<file path="config.mk">
export PLATFORM = sky130hd
export DESIGN_NAME = oopc_top
export DESIGN_NICKNAME = d
export VERILOG_FILES = /design/src/hw/oopc_pkg.sv /design/src/hw/oopc_top.sv
export VERILOG_INCLUDE_DIRS = /design/src /design/src/hw
export SDC_FILE = /design/constraint.sdc
export NUM_CORES = 1
export LEC_CHECK = 0
export BUFFER_PORTS_ARGS = -buffer_cell sky130_fd_sc_hd__buf_2
export CAP_MARGIN = 20
export CORE_MARGIN = 10
export CORE_UTILIZATION = 40
export CTS_BUF_LIST = sky130_fd_sc_hd__clkbuf_4
export CTS_CLUSTER_DIAMETER = 60
export DETAILED_ROUTE_END_ITERATION = 7
export PLACE_DENSITY_LB_ADDON = 0.2
export SETUP_SLACK_MARGIN = 0.1
export SLEW_MARGIN = 15
export SYNTH_ARGS = -nofsm -noshare
export SYNTH_HDL_FRONTEND = slang
export SYNTH_SLANG_ARGS = --single-unit
</file>
<file path="constraint.sdc">
create_clock -name clk -period 9.42 [get_ports clk]
set_input_delay 1.884 -clock clk [delete_from_list [all_inputs] [get_ports clk]]
set_output_delay 1.884 -clock clk [all_outputs]
set_load 0.005 [all_outputs]
</file>
<file path="src/hw/oopc_cfg.svh">
// oopc_cfg.svh: offsets, field positions, reset values and timing for the power controller
// assumes the includer also imports oopc_pkg for the matching types
`ifndef OOPC_CFG_SVH
`define OOPC_CFG_SVH

// timing
`define OOPC_CLK_NS        10
`define OOPC_MS_NS         1000000
`define OOPC_SEC_MS        10'h3e8
`define OOPC_MIN_SEC       22'h00003c
`define OOPC_FORCE_MIN_MS  17'h01f40
`define OOPC_NBTN          4

// register byte offsets
`define OOPC_ADDR_CTRL     8'h00
`define OOPC_ADDR_RESP     8'h04
`define OOPC_ADDR_LONG     8'h08
`define OOPC_ADDR_SUSP     8'h0c
`define OOPC_ADDR_STATUS   8'h10

// control fields
`define OOPC_F_LSTART      0
`define OOPC_F_LACT        2:1
`define OOPC_F_AON         3
`define OOPC_F_BSTART      7:4
`define OOPC_F_BACT        11:8
`define OOPC_F_SACT        13:12
`define OOPC_F_LGACT       15:14

// reset values
`define OOPC_CTRL_RST      16'h0003
`define OOPC_RESP_RST      16'h0fa0
`define OOPC_LONG_RST      16'h0fa0
`define OOPC_SUSP_RST      16'h003c

`endif

</file>
<file path="src/hw/oopc_pkg.sv">
// oopc_pkg: types shared by the on/off power controller
// assumes nothing beyond a SystemVerilog compiler
package oopc_pkg;
	// one-hot power states
	typedef enum logic [3:0] {
		OOPC_OFF  = 4'h1,
		OOPC_RUN  = 4'h2,
		OOPC_SUSP = 4'h4,
		OOPC_SHDN = 4'h8
	} oopc_state_type;

	// action assigned to a trigger
	typedef enum logic [1:0] {
		OOPC_ACT_NONE = 2'h0,
		OOPC_ACT_SHDN = 2'h1,
		OOPC_ACT_SUSP = 2'h2
	} oopc_act_type;
endpackage

</file>
<file path="src/hw/oopc_top.sv">
// oopc_top: on/off power controller with an APB register slave
// assumes line, buttons and supply inputs are already clean and synchronous to clk
// Function
// - control line rising starts device when enabled
// - line start enabled at reset, software clears
// - act on low only after response time
// - sustained low shuts down, or suspends, or nothing
// - no restart without fresh rise after shutdown
// - start button short press starts; none at reset
// - action button short/long press shuts down
// - press is long after long-press timeout
// - always-on starts when supply appears; off at reset
// - always-on keeps suspend, shutdown, restart paths
// - shutdown triggers ignored while suspended
// - suspend timeout shuts down; zero disables
// - action button held forces immediate power-off
//
// Local design decisions: the APB slave port and the placing of the registers.
`timescale 1ns/100ps
`include "oopc_cfg.svh"

module oopc_top #(
	parameter int CYC_PER_MS = `OOPC_MS_NS / `OOPC_CLK_NS
) (
	// clock and power-on reset
	input  wire logic                   clk,
	input  wire logic                   resetn,
	// apb slave
	input  wire logic                   psel,
	input  wire logic                   penable,
	input  wire logic                   pwrite,
	input  wire logic [7:0]             paddr,
	input  wire logic [31:0]            pwdata,
	output logic      [31:0]            prdata,
	output logic                        pready,
	output logic                        pslverr,
	// field inputs
	input  wire logic                   line_high,
	input  wire logic [`OOPC_NBTN-1:0]  btn_pressed,
	input  wire logic                   supply_present,
	input  wire logic                   host_halted,
	// power outputs
	output logic                        power_en,
	output logic                        shutdown_req,
	output logic                        suspend_req,
	output oopc_pkg::oopc_state_type    state
);
	import oopc_pkg::*;

	// is this byte offset a mapped register
	function automatic logic addr_mapped(input logic [7:0] a);
		addr_mapped = (a == `OOPC_ADDR_CTRL) || (a == `OOPC_ADDR_RESP) ||
			(a == `OOPC_ADDR_LONG) || (a == `OOPC_ADDR_SUSP) || (a == `OOPC_ADDR_STATUS);
	endfunction

	logic [15:0]            ctrl;
	logic [15:0]            resp_ms;
	logic [15:0]            long_ms;
	logic [15:0]            susp_min;
	logic [15:0]            next_ctrl;
	logic [15:0]            next_resp_ms;
	logic [15:0]            next_long_ms;
	logic [15:0]            next_susp_min;
	logic [31:0]            next_prdata;
	logic                   next_pready;
	logic                   next_pslverr;
	logic                   wr_go;

	// apb: one wait state so read data and pready both come from flops
	assign wr_go = psel && penable && pready && pwrite;
	always_comb begin
		next_ctrl     = ctrl;
		next_resp_ms  = resp_ms;
		next_long_ms  = long_ms;
		next_susp_min = susp_min;
		next_pready   = psel && penable && !pready;
		next_prdata   = prdata;
		next_pslverr  = 1'b0;
		if (psel && penable && !pready) begin
			next_pslverr = !addr_mapped(paddr);
			case (paddr)
				`OOPC_ADDR_CTRL:   next_prdata = {16'h0000, ctrl};
				`OOPC_ADDR_RESP:   next_prdata = {16'h0000, resp_ms};
				`OOPC_ADDR_LONG:   next_prdata = {16'h0000, long_ms};
				`OOPC_ADDR_SUSP:   next_prdata = {16'h0000, susp_min};
				`OOPC_ADDR_STATUS: next_prdata = {23'h000000, btn_pressed, line_high, state};
				default:           next_prdata = 32'h00000000;
			endcase
		end
		if (wr_go) begin
			case (paddr)
				`OOPC_ADDR_CTRL: next_ctrl     = pwdata[15:0];
				`OOPC_ADDR_RESP: next_resp_ms  = pwdata[15:0];
				`OOPC_ADDR_LONG: next_long_ms  = pwdata[15:0];
				`OOPC_ADDR_SUSP: next_susp_min = pwdata[15:0];
				default: ;
			endcase
		end
	end

	always_ff @(posedge clk or negedge resetn) begin
		if (!resetn) begin
			ctrl     <= `OOPC_CTRL_RST;
			resp_ms  <= `OOPC_RESP_RST;
			long_ms  <= `OOPC_LONG_RST;
			susp_min <= `OOPC_SUSP_RST;
			prdata   <= 32'h00000000;
			pready   <= 1'b0;
			pslverr  <= 1'b0;
		end else begin
			ctrl     <= next_ctrl;
			resp_ms  <= next_resp_ms;
			long_ms  <= next_long_ms;
			susp_min <= next_susp_min;
			prdata   <= next_prdata;
			pready   <= next_pready;
			pslverr  <= next_pslverr;
		end
	end

	// millisecond and second ticks; line and button timing works in ms, the suspend timer in seconds, to keep counters small
	logic [16:0]            ms_pre;
	logic [16:0]            next_ms_pre;
	logic [9:0]             sec_pre;
	logic [9:0]             next_sec_pre;
	logic                   ms_tick;
	logic                   sec_tick;
	assign ms_tick  = (ms_pre == 17'(CYC_PER_MS - 1));
	assign sec_tick = ms_tick && (sec_pre == `OOPC_SEC_MS - 10'h001);
	always_comb begin
		next_ms_pre  = ms_tick ? 17'h00000 : ms_pre + 17'h00001;
		next_sec_pre = sec_pre;
		if (ms_tick) begin
			next_sec_pre = sec_tick ? 10'h000 : sec_pre + 10'h001;
		end
	end

	always_ff @(posedge clk or negedge resetn) begin
		if (!resetn) begin
			ms_pre  <= 17'h00000;
			sec_pre <= 10'h000;
		end else begin
			ms_pre  <= next_ms_pre;
			sec_pre <= next_sec_pre;
		end
	end

	// control line low timer and edge memory
	logic [16:0]            low_cnt;
	logic [16:0]            next_low_cnt;
	logic                   low_done;
	logic                   next_low_done;
	logic                   line_prev;
	logic                   supply_prev;
	logic                   low_evt;
	logic                   line_rise;
	logic                   supply_rise;
	// strictly greater: the free-running ms tick may land just after the line
	// falls, so reaching the count alone can be up to one ms short
	assign low_evt     = !line_high && (low_cnt > {1'b0, resp_ms}) && !low_done;
	assign line_rise   = line_high && !line_prev;
	assign supply_rise = supply_present && !supply_prev;
	always_comb begin
		next_low_cnt  = low_cnt;
		next_low_done = low_done | low_evt;
		if (line_high) begin
			next_low_cnt  = 17'h00000;
			next_low_done = 1'b0;
		end else if (ms_tick && low_cnt != 17'h1ffff) begin
			next_low_cnt = low_cnt + 17'h00001;
		end
	end

	always_ff @(posedge clk or negedge resetn) begin
		if (!resetn) begin
			low_cnt     <= 17'h00000;
			low_done    <= 1'b0;
			line_prev   <= 1'b0;
			supply_prev <= 1'b0;
		end else begin
			low_cnt     <= next_low_cnt;
			low_done    <= next_low_done;
			line_prev   <= line_high;
			supply_prev <= supply_present;
		end
	end

	// button hold timers: release before the long timeout is a short press
	logic [`OOPC_NBTN-1:0]  short_evt;
	logic [`OOPC_NBTN-1:0]  long_evt;
	logic [`OOPC_NBTN-1:0]  force_hit;
	logic [16:0]            force_ms;
	assign force_ms = ({1'b0, long_ms} << 1) > `OOPC_FORCE_MIN_MS ?
		({1'b0, long_ms} << 1) : `OOPC_FORCE_MIN_MS;

	genvar gi;
	generate
		for (gi = 0; gi < `OOPC_NBTN; gi++) begin : g_btn
			logic [16:0] hold;
			logic [16:0] next_hold;
			logic        long_seen;
			logic        next_long_seen;
			logic        prev;
			assign short_evt[gi] = !btn_pressed[gi] && prev && !long_seen;
			// strictly greater for the same ms tick phase reason as the line timer
			assign long_evt[gi]  = btn_pressed[gi] && (hold > {1'b0, long_ms}) && !long_seen;
			assign force_hit[gi] = btn_pressed[gi] && (hold > force_ms);
			always_comb begin
				next_hold      = hold;
				next_long_seen = long_seen | long_evt[gi];
				if (!btn_pressed[gi]) begin
					next_hold      = 17'h00000;
					next_long_seen = 1'b0;
				end else if (ms_tick && hold != 17'h1ffff) begin
					next_hold = hold + 17'h00001;
				end
			end
			always_ff @(posedge clk or negedge resetn) begin
				if (!resetn) begin
					hold      <= 17'h00000;
					long_seen <= 1'b0;
					prev      <= 1'b0;
				end else begin
					hold      <= next_hold;
					long_seen <= next_long_seen;
					prev      <= btn_pressed[gi];
				end
			end
		end
	endgenerate

	// trigger decoding
	logic                   start_trig;
	logic                   shdn_trig;
	logic                   susp_trig;
	logic                   force_off;
	logic                   start_btn;
	logic [`OOPC_NBTN-1:0]  act_mask;
	logic [21:0]            susp_sec;
	logic [21:0]            next_susp_sec;
	logic [21:0]            susp_limit;
	assign act_mask   = ctrl[`OOPC_F_BACT];
	assign start_btn  = |(short_evt & ctrl[`OOPC_F_BSTART]);
	assign force_off  = |(force_hit & act_mask);
	assign start_trig = (ctrl[`OOPC_F_LSTART] && line_rise) || start_btn;
	assign shdn_trig  = (low_evt && ctrl[`OOPC_F_LACT] == OOPC_ACT_SHDN) ||
		(|(short_evt & act_mask) && ctrl[`OOPC_F_SACT] == OOPC_ACT_SHDN) ||
		(|(long_evt & act_mask) && ctrl[`OOPC_F_LGACT] == OOPC_ACT_SHDN);
	assign susp_trig  = (low_evt && ctrl[`OOPC_F_LACT] == OOPC_ACT_SUSP) ||
		(|(short_evt & act_mask) && ctrl[`OOPC_F_SACT] == OOPC_ACT_SUSP) ||
		(|(long_evt & act_mask) && ctrl[`OOPC_F_LGACT] == OOPC_ACT_SUSP);
	assign susp_limit = 22'(susp_min) * `OOPC_MIN_SEC;

	// power state machine
	oopc_state_type         next_state;
	always_comb begin
		next_state    = state;
		next_susp_sec = susp_sec;
		case (state)
			OOPC_OFF: begin
				// line edge memory keeps running through shutdown, so a rise
				// that came during shutdown is already consumed here
				if (start_trig || (ctrl[`OOPC_F_AON] && supply_rise)) begin
					next_state = OOPC_RUN;
				end
			end
			OOPC_RUN: begin
				if (shdn_trig) begin
					next_state = OOPC_SHDN;
				end else if (susp_trig) begin
					next_state    = OOPC_SUSP;
					next_susp_sec = 22'h000000;
				end
			end
			OOPC_SUSP: begin
				// shutdown triggers are not looked at here
				if (sec_tick) begin
					next_susp_sec = susp_sec + 22'h000001;
				end
				if (start_trig) begin
					next_state = OOPC_RUN;
				end else if (susp_min != 16'h0000 && susp_sec > susp_limit) begin
					next_state = OOPC_SHDN;
				end
			end
			OOPC_SHDN: begin
				if (host_halted) begin
					next_state = OOPC_OFF;
				end
			end
			default: next_state = OOPC_OFF;
		endcase
		if (force_off) begin
			next_state = OOPC_OFF;
		end
	end

	always_ff @(posedge clk or negedge resetn) begin
		if (!resetn) begin
			state        <= OOPC_OFF;
			susp_sec     <= 22'h000000;
			power_en     <= 1'b0;
			shutdown_req <= 1'b0;
			suspend_req  <= 1'b0;
		end else begin
			state        <= next_state;
			susp_sec     <= next_susp_sec;
			power_en     <= (next_state != OOPC_OFF);
			shutdown_req <= (next_state == OOPC_SHDN);
			suspend_req  <= (next_state == OOPC_SUSP);
		end
	end
endmodule

</file>
==> impl_metrics.tcl, run 1 <==
set metrics [dict create \
    cp.required_ns 10.02 \
    mostFrequentLayoutCell "dfrtp_1" \
    grt_pass1_wl_microns 72400 \
    yosys_warnings 0 \
    via_count 13200 \
    critPathLaunchType "flip-flop" \
    syn_avg_cell_area_sq_um 9.68 \
    route.detailed.drc 0 \
    ctsResizeCount 0 \
    cts_sinks 234 \
    synth_edf_count 0 \
    crit_start "susp_min[2]" \
    drtPass1Iterations 5 \
    hpwl_microns 33800 \
    postCtsHoldBufs 0 \
    r2r-end "suspend_req" \
    finalHoldViolCount 0 \
    finClkSkew_ns 0.0784 \
    slew_headroom_pct 32.6 \
    area_delta_synth_final_pct 9.88 \
    cts_tree "built" \
    r2r_setup_slack_ns 3.52 \
    ant_nets 0 \
    vdd_ir_drop_max_mv 0.0738 \
    final_net_count 2140 \
    cts_root_buffer "clkbuf_4" \
    dieArea_sq_mm 0.0511 \
    first_global_vias 13000 \
    ys_seq_area_share_pct 34.6 \
    min_period_ns 5.90 \
    num_io_pins 93 \
    status "finished clean" \
    grt-ovfl-total 0 \
    clk_latency_ns 0.77 \
    grt.total_usage_pct 17.9 \
    synthDistinctLibCells 82 \
    hold_class "reg -> reg" \
    gp_congestion 0.880 \
    path_clk_slew_ns 0.06 \
    grt_start_max_net_pins 107 \
    dpl.cell_count 2316 \
    die_height_microns 226 \
    grt_antenna_before_repair 2 \
    layout-drive-gt1-share_pct 14.1 \
    fmax_mhz 169 \
    final_area_sq_mm 0.0187 \
    tightest_slew_ns 1.01 \
    rsz0062_at_grt "no" \
    core_sq_mm 0.0419 \
    power_density_mw_per_mm2 114 \
    drt-total-wl_microns 45100 \
    port_buffers 60 \
    finalSetupViolations 0 \
    power.leakage_nw 8.82 \
    final_cell_mix "dfrtp_1 (215), ha_1 (209), nand2_1 (171)" \
    stdcell_count 2438 \
    synth_flop_cell "dfrtp_1" \
    die_w_microns 226 \
    htree_num_levels 3 \
    wl_per_cell_microns 18.5 \
    fin_crit_sh_pct 62.7 \
    syn_inst 1756 \
    maxSlewViolCount 0 \
    cts_buffers 70 \
    end_kind "flip-flop" \
    r2r_start "susp_min[2]" \
    worstSetupPathType "reg -> reg" \
    nFillCells 4105 \
    ys_seq_elements 234 \
    dpl_cell_area_sq_mm 0.0178 \
    start_util_pct 40.5 \
    rr_worst_depth 21 \
    synthArstFlopShare_pct 100 \
    std_cell_rows 75 \
    syn_area_sq_mm 0.0170 \
    crit_path_max_fanout 5 \
    post-cts-setup-buffers 0 \
    critPathCapture "suspend_req" \
    cap_violations 0 \
    via_per_inst 5.42 \
    drt_iter0_markers 905 \
    cp.arrival_ns 6.50 \
    clock_tree.buffer_depth 3 \
    fin_tns_setup_ns 0 \
]
## cells by family (layout without fill, tap and decap cells)
group / Yosys count / after routing / share of synthesized area (%)
DFF: 234 / 234 / 34.6
xor gates and xnor gates: 104 / 104 / 5.36
buffers and inverters: 175 / 302 / 4.40
other: 1 / 17 / 0.0221
adders and majority gates: 238 / 238 / 18.8
AOI/OAI and AO/OA: 290 / 290 / 11.1
and+or+nand+nor: 618 / 618 / 19.2
muxes: 96 / 96 / 6.54
## registers in the layout, summed over array words and instances (netlist names)
name             flops
pslverr              1
pready               1
ctrl                16
ms_pre              17
resp_ms             16
g_btn.long_seen      4
susp_sec            22
g_btn.prev           4
long_ms             16
low_done             1
sec_pre             10
g_btn.hold          68
prdata              16
low_cnt             17
shutdown_req         1
line_prev            1
supply_prev          1
suspend_req          1
susp_min            16
power_en             1
state                4
## routing by layer
layer | up-vias | track usage, % | share of wire [%]
met5 | - | 0 | 0.029
met4 | 2 | 6.19 | 2.1
met3 | 68 | 3.17 | 4.7
met2 | 312 | 27.7 | 45
met1 | 6377 | 24.7 | 48
li1 | 6445 | - | -
## synth_stat cells, types with 7 or more instances
cell / number / area (sq um)
a211oi_1: 9 / 67.6
a21boi_0: 15 / 113
a21o_1: 19 / 143
a21oi_1: 72 / 360
a222oi_1: 9 / 90.1
and2_1: 46 / 288
and3_1: 25 / 156
and4_1: 18 / 158
buf_4: 16 / 120
clkbuf_1: 34 / 128
dfrtp_1: 215 / 5380
dfstp_2: 19 / 499
fa_1: 29 / 581
ha_1: 209 / 2620
inv_1: 114 / 428
mux2_2: 50 / 563
mux2i_1: 39 / 390
mux4_2: 7 / 158
nand2_1: 171 / 642
nand2b_1: 22 / 138
nand3_1: 61 / 305
nand4_1: 55 / 344
nor2_1: 104 / 390
nor2b_1: 24 / 150
nor3_1: 22 / 110
nor4_1: 9 / 56.3
nor4bb_1: 7 / 70.1
o21a_1: 26 / 195
o21ai_0: 91 / 455
or2b_1: 9 / 67.6
or3_1: 13 / 81.3
xnor2_1: 60 / 526
xor2_1: 44 / 385
## critical path, stage by stage, from the launching register on
cell	delay, ns
dfstp_2	0.59
inv_1	0.11
fa_1	0.49
fa_1	0.51
inv_1	0.04
ha_1	0.34
a211oi_1	0.22
nor2_1	0.10
o41a_1	0.37
a41oi_1	0.30
a21boi_0	0.16
a41oi_1	0.30
nand2_1	0.10
xnor2_1	0.13
ha_1	0.30
a21o_1	0.18
a21o_1	0.17
a21oi_1	0.20
o211ai_1	0.12
o311a_1	0.39
nand2b_1	0.24
a2111oi_4	0.37
## worst min path at each step
stage | endpoint | from | cells past startpoint | slack [ns]
floorplan | ms_pre[0] | ms_pre[0] | 1 | 0.45
global placement | prdata[15] | prdata[15] | 2 | 0.46
detailed placement | prdata[15] | prdata[15] | 2 | 0.47
CTS | prdata[15] | prdata[15] | 2 | 0.48
global route | prdata[0] | prdata[0] | 2 | 0.51
finish | prdata[15] | prdata[15] | 2 | 0.48
## where the power goes
part | switching [W] | internal [W] | total, W
Clock | 0.000465 | 0.000524 | 0.000989
Combinational | 0.0000768 | 0.0000328 | 0.000110
Sequential | 0.00000986 | 0.00101 | 0.00102
## area by class of cell
class	count	area (sq um)	area share, %
repair buffers	67	370	1.98
well taps	539	674	3.61
multi-input cells	1362	10400	55.9
flip-flops and latches	234	5880	31.5
clock buffers	102	766	4.10
clock inverters	18	111	0.596
diodes	1	2.50	0.0134
inverters	115	432	2.31
## metrics by stage
stage | hold WS (ns) | total power (W) | setup WS (ns) | util (%)
3_5_place_dp | 0.467 | 0.00115 | 3.58 | 42.3
6_report | 0.477 | 0.00212 | 3.52 | 44.5
5_1_grt | 0.511 | 0.00224 | 3.09 | 44.5
4_1_cts | 0.480 | 0.00217 | 3.50 | 44.4
2_1_floorplan | 0.455 | 0.00109 | 4.07 | -
3_3_place_gp | 0.464 | 0.00115 | 3.63 | 42.3
Note: power is estimated with default switching activity, not from simulation.
==> inputs of run 2 (changes only) <==
--- a/config.mk
+++ b/config.mk
@@ -6,6 +6,7 @@
 export SDC_FILE = /design/constraint.sdc
 export NUM_CORES = 1
 export LEC_CHECK = 0
+export ABC_AREA = 1
 export BUFFER_PORTS_ARGS = -buffer_cell sky130_fd_sc_hd__buf_2
 export CAP_MARGIN = 20
 export CORE_MARGIN = 10
==> constraint.sdc (replaced) <==
create_clock -name clk -period 6 [get_ports clk]
set_input_delay 1.2 -clock clk [delete_from_list [all_inputs] [get_ports clk]]
set_output_delay 1.2 -clock clk [all_outputs]
set_load 0.005 [all_outputs]
==> run 2 against run 1 <==
Core utilization is essentially flat. Combinational power is 80% higher. Maximum frequency grew 19%. Critical path depth grew 3. Cell count up 26%. Worst setup slack got worse by 2.5 ns. Sequential power grew 59%. Sequential share of layout area down 1.6 points.
==> impl_metrics.tcl, run 2 <==
set metrics [dict create \
    yosys_warnings 0 \
    synth_flop_cell "dfrtp_1" \
    num_io_pins 93 \
    ant_nets 0 \
    fin_tns_setup_ns 0 \
    grt_pass1_wl_microns 82800 \
    max_stage_delay_ns 0.59 \
    yosysTopAreaCell "dfrtp_1" \
    core_sq_mm 0.0442 \
    drt-total-wl_microns 52100 \
    gr-usage-met1_pct 24.9 \
    yosysMostFrequentCell "nand2_1" \
    cts_root_buffer "clkbuf_4" \
    tightest_slew_ns 0.978 \
    port_buffers 60 \
    end_kind "flip-flop" \
    fmax_mhz 201 \
    route.detailed.drc 0 \
    nFillCells 4520 \
    cp_top_family "adder cells" \
    grt_start_max_net_pins 167 \
    grt_antenna_before_repair 2 \
    multi_input_area_sq_mm 0.0105 \
    synth_top_area_share_pct 30.1 \
    min_period_ns 4.97 \
    critPathSlowestCell "dfstp_2" \
    drt_iter0_markers 1077 \
    ctsResizeCount 0 \
    clk_latency_ns 0.81 \
    finClkSkew_ns 0.0783 \
    power.leakage_nw 9.43 \
    slew_headroom_pct 34.6 \
    finalHoldViolCount 0 \
    mostFrequentLayoutCell "nand2_1" \
    syn_area_sq_mm 0.0179 \
    first_global_vias 15800 \
    wl_per_cell_microns 17.0 \
    use_met3_pct 4.03 \
    dieArea_sq_mm 0.0535 \
    largest_reg_flops 68 \
    syn_avg_cell_area_sq_um 7.69 \
    postCtsHoldBufs 0 \
    path_buf_inv 2 \
    via_count 16100 \
    vdd_ir_drop_max_mv 0.117 \
    path_cells "inv_1 -> fa_1 -> fa_1 -> inv_1 -> ha_1 -> a21oi_1 -> o21ai_0 -> a21oi_1 -> o21ai_1 -> a21boi_0 -> o21ai_1 -> nand2_1 -> nand2_1 -> xor2_1 -> ha_1 -> nand4_1 -> nor2_1 -> nand3_1 -> nand3_1 -> nand2_1 -> a21boi_0 -> o21ai_0 -> nor2_1 -> nor2_1" \
    maxSlewViolCount 0 \
    hpwl_microns 39000 \
    largest-register "g_btn.hold" \
    status "finished clean" \
    grt.total_usage_pct 19.4 \
    crit_path_max_fanout 5 \
    stdcell_count 3069 \
    register_area_sq_mm 0.00588 \
    final_cell_mix "nand2_1 (469), inv_1 (320), nor2_1 (220)" \
    cp.required_ns 6.66 \
    fin_crit_sh_pct 82.8 \
    final_net_count 2715 \
    cap_violations 0 \
    area_delta_synth_final_pct 10.1 \
    rr_worst_depth 24 \
    cts_tree "built" \
    finalSetupViolations 0 \
    ys_seq_area_share_pct 32.9 \
    grt-ovfl-total 0 \
    clock_tree.buffer_depth 3 \
    path_depth 24 \
    ys_seq_elements 234 \
    synth_edf_count 0 \
    critPathLaunchType "flip-flop" \
    start_util_pct 40.4 \
    cts_buffers 71 \
    post-cts-setup-buffers 0 \
    reg_top3 "g_btn.hold x68, susp_sec x22" \
    layout-drive-gt1-share_pct 10.5 \
    hold_class "in -> async" \
    worstSetupPathType "reg -> reg" \
    cp.arrival_ns 5.63 \
    die_w_microns 231 \
    via_per_inst 5.23 \
    syn_inst 2325 \
    use_met2_pct 31.1 \
    rsz0062_at_grt "no" \
    grt-busiest-layer "met2" \
    power_density_mw_per_mm2 175 \
    drtPass1Iterations 8 \
    path_clk_slew_ns 0.07 \
    synthTopCellsByArea "dfrtp_1 (30%), ha_1 (15%), nand2_1 (9.9%)" \
    dpl.cell_count 2943 \
    die_height_microns 231 \
    synthDistinctLibCells 58 \
    gp_congestion 0.888 \
    ys_top_cells_by_count "nand2_1 (469), inv_1 (320), nor2_1 (220)" \
    cts_sinks 234 \
    synthArstFlopShare_pct 100 \
    htree_num_levels 3 \
    std_cell_rows 77 \
]
[run 2: final timing paths]
| path | from | end | slack [ns] |
|---|---|---|---|
| max | susp_min[2] | state[1] | 1.03 |
| min | resetn | g_btn[2].hold[9] | 0.38 |
| max reg2reg | susp_min[2] | state[1] | 1.03 |
| min reg2reg | ms_pre[0] | ms_pre[0] | 0.46 |
| max in group asynchronous | resetn | low_cnt[5] | 4.32 |
| min in group clk | ms_pre[0] | ms_pre[0] | 0.46 |
[run 2: cell families after synthesis]
family | after synthesis | share of synthesized area, %
compound gates | 412 | 12.6
xor+xnor | 45 | 2.21
fa+ha+maj | 238 | 17.9
buf+inv | 391 | 8.70
flops | 234 | 32.9
other cells | 1 | 0.0210
simple gates | 1004 | 25.7
[run 2: metrics by stage]
stage / hold WS (ns) / total power, W / instance area (sq um) / utilization [%] / setup WS, ns
3_3_place_gp: 0.443 / 0.00185 / 18700 / 42.4 / 1.09
6_report: 0.381 / 0.00345 / 19700 / 44.5 / 1.03
5_1_grt: 0.384 / 0.00361 / 19700 / 44.5 / 0.629
4_1_cts: 0.348 / 0.00351 / 19700 / 44.5 / 1.00
2_1_floorplan: 0.423 / 0.00174 / 17900 / - / 1.60
3_5_place_dp: 0.456 / 0.00185 / 18700 / 42.4 / 1.02
[run 2: worst register-to-register path: cells and delay by family, from the launching register on]
kind                       cells  cell delay [ns]
AOI/OAI and AO/OA              8             1.36
xor gates and xnor gates       1             0.14
buffers and inverters          2             0.16
adders and majority gates      4             1.61
DFF                            1             0.59
and+or+nand+nor                9             0.97
[run 2: layout make-up]
class / count / share of cell area, %
multi-input cells: 1715 / 53.3
clock inverters: 24 / 0.896
well taps: 592 / 3.76
diodes: 2 / 0.0254
clock buffers: 99 / 3.78
flip-flops and latches: 234 / 29.9
inverters: 338 / 6.48
repair buffers: 65 / 1.87
[run 2: routing by layer]
metal,up-vias,routed length (microns)
met1,7520,23400
met3,116,3320
met5,-,10
li1,8002,-
met4,2,1750
met2,419,23600
[run 2: where the power goes]
part	switching, W	leakage [nW]	internal (W)
registers	0.0000192	3.15	0.00160
clock network	0.000776	0.538	0.000856
logic	0.000145	5.74	0.0000528
==> inputs of run 3 (changes only) <==
--- a/config.mk
+++ b/config.mk
@@ -6,7 +6,7 @@
 export SDC_FILE = /design/constraint.sdc
 export NUM_CORES = 1
 export LEC_CHECK = 0
-export ABC_AREA = 1
+export ABC_AREA = 0
 export BUFFER_PORTS_ARGS = -buffer_cell sky130_fd_sc_hd__buf_2
 export CAP_MARGIN = 20
 export CORE_MARGIN = 10
==> constraint.sdc (replaced) <==
create_clock -name clk -period 4 [get_ports clk]
set_input_delay 0.8 -clock clk [delete_from_list [all_inputs] [get_ports clk]]
set_output_delay 0.8 -clock clk [all_outputs]
set_load 0.005 [all_outputs]
==> run 3 against run 2 <==
The flow now finishes with violations (setup timing). Non-clock buffer count grew 137. Routed wire length down 8.6%. Critical path depth down 4. Global-route usage decreased by 0.30 points. Sequential share of layout area down 0.39 points. Register-to-register slack lost 2.2 ns. First-iteration DRC count fell by 17%. Via count shrank 14%.
==> impl_metrics.tcl, run 3 (synthesized netlist as in run 1, its figures left out) <==
set metrics [dict create \
    status "complete, but fails checks" \
    violations "setup timing" \
    cap_violations 0 \
    power_frac_seq_pct 45.9 \
    grt-ovfl-total 0 \
    switching_share_pct 25.7 \
    end_kind "flip-flop" \
    clock_tree.buffer_depth 3 \
    finalSetupViolations 4 \
    critPathLaunchType "flip-flop" \
    via_per_inst 5.36 \
    first_global_vias 14000 \
    largest-register "g_btn.hold" \
    via_count 13800 \
    fin_crit_sh_pct 129 \
    utilization_pct 47.5 \
    final_cell_mix "dfrtp_1 (215), ha_1 (207), nand2_1 (170)" \
    use_met2_pct 29.7 \
    cp.required_ns 4.66 \
    hold_class "in -> reg" \
    wl_per_cell_microns 18.5 \
    crit_path_max_fanout 3 \
    clk_latency_ns 0.79 \
    switching_power_w 0.00135 \
    combPwrFrac_pct 5.4 \
    hpwl_microns 36500 \
    start_util_pct 40.5 \
    layout-drive-gt1-share_pct 21.3 \
    cts_tree "built" \
    reg_top3 "g_btn.hold x68, susp_sec x22" \
    tightest_slew_ns 0.875 \
    use_met3_pct 3.42 \
    power.leakage_nw 9.58 \
    fin_tns_setup_ns -4.53 \
    cts_root_buffer "clkbuf_4" \
    fmax_mhz 195 \
    drt-total-wl_microns 47600 \
    grt-busiest-layer "met2" \
    final_area_sq_mm 0.0199 \
    port_buffers 60 \
    ant_nets 0 \
    finalHoldViolCount 0 \
    cts_sinks 234 \
    num_io_pins 93 \
    drtPass1Iterations 7 \
    htree_num_levels 3 \
    route.detailed.drc 0 \
    power_density_mw_per_mm2 263 \
    worstSetupPathType "reg -> reg" \
    vdd_ir_drop_max_mv 0.203 \
    dieArea_sq_mm 0.0511 \
    dpl_cell_area_sq_mm 0.0188 \
    drt_iter0_markers 895 \
    die_w_microns 226 \
    grt_antenna_before_repair 1 \
    finalPower_w 0.00525 \
    mostFrequentLayoutCell "dfrtp_1" \
    cp.arrival_ns 5.80 \
    gp_congestion 0.900 \
    largest_reg_flops 68 \
    setup_ws_ns -1.14 \
    cellInternalPower_w 0.00390 \
    path_clk_slew_ns 0.06 \
    rsz0062_at_grt "yes" \
    slew_headroom_pct 41.1 \
    gr-usage-met1_pct 25.5 \
    die_height_microns 226 \
    maxSlewViolCount 0 \
    preCtsSetupSlack_ns -1.23 \
    pwr-share-clk_pct 48.6 \
    grt.total_usage_pct 19.1 \
    final_net_count 2275 \
    cts_buffers 70 \
    min_period_ns 5.14 \
    std_cell_rows 75 \
    core_sq_mm 0.0419 \
    finClkSkew_ns 0.0724 \
    area_delta_synth_final_pct 17.4 \
    grt_start_max_net_pins 78 \
    grt_pass1_wl_microns 76700 \
]
[run 3: changes by cell type in the layout (fill, tap and decap cells not counted), sizes merged, moves of 39 or more]
cell and change:
a21oi -94, and2 +44, buf +136, inv -222, mux2 +50, mux2i +39
nand2 -306, nor2 -132, nor3 -61, o21ai -85, xnor2 +45
[run 3: final cells by class]
class                   instances  area, sq um
clock inverters                12          118
repair buffers                202         1450
inverters                     115          432
flip-flops and latches        234         5880
clock buffers                 114          856
fillers                      4019        22000
multi-input cells            1362        10500
diodes                          1         2.50
well taps                     539          674
[run 3: path summary, 6_finish.rpt]
check,start,end,slack [ns],cells after the start
worst max-delay path,susp_min[2],state[2],-1.14,20
worst min-delay path,supply_present,supply_prev,0.16,1
worst max register to register,susp_min[2],state[2],-1.14,20
worst min register to register,prdata[7],prdata[7],0.48,2
max in group asynchronous,resetn,resp_ms[7],2.47,3
min in group asynchronous,resetn,ms_pre[11],0.60,2
[run 3: power groups by stage]
stage | Sequential [W] | Clock, W | Combinational [W]
after floorplan | 0.00244 | 0 | 0.000134
after global placement | 0.00245 | 0 | 0.000280
after global routing | 0.00241 | 0.00279 | 0.000318
after CTS | 0.00241 | 0.00267 | 0.000284
final | 0.00241 | 0.00255 | 0.000284
after detailed placement | 0.00245 | 0 | 0.000281
[run 3: critical path: stages, from the launching register on]
cell       delay (ns)
dfstp_2          0.56
fa_1             0.46
fa_1             0.47
ha_1             0.31
a21o_1           0.20
a211oi_2         0.17
nor2_1           0.08
o41a_1           0.35
a41oi_2          0.19
a21boi_2         0.11
a41oi_2          0.21
nand2_1          0.11
xnor2_1          0.19
ha_1             0.27
a21o_1           0.16
a21o_1           0.16
a21oi_2          0.14
o211ai_1         0.10
o311a_1          0.33
nand2b_4         0.18
a2111oi_4        0.28
[run 3: repair_timing]
action	CTS	global route
buffers inserted	6	3
pin swaps	18	7
hold buffers	1	0
gates resized for setup	8	12
endpoints found under the setup margin	4	24
endpoints found under the hold margin	54	0
[run 3: through the flow]
step / instances / hold slack (ns)
after floorplan: 1771 / 0.455
after global placement: 2441 / 0.467
after detailed placement: 2441 / 0.471
after CTS: 2574 / 0.0582
after global routing: 2579 / 0.0922
final: 2579 / 0.155
[run 3: routing by layer]
metal | vias up | wire length (microns)
met1 | 6689 | 22400
met3 | 78 | 2340
met5 | - | 0
met4 | 0 | 1420
met2 | 306 | 21500
li1 | 6738 | -
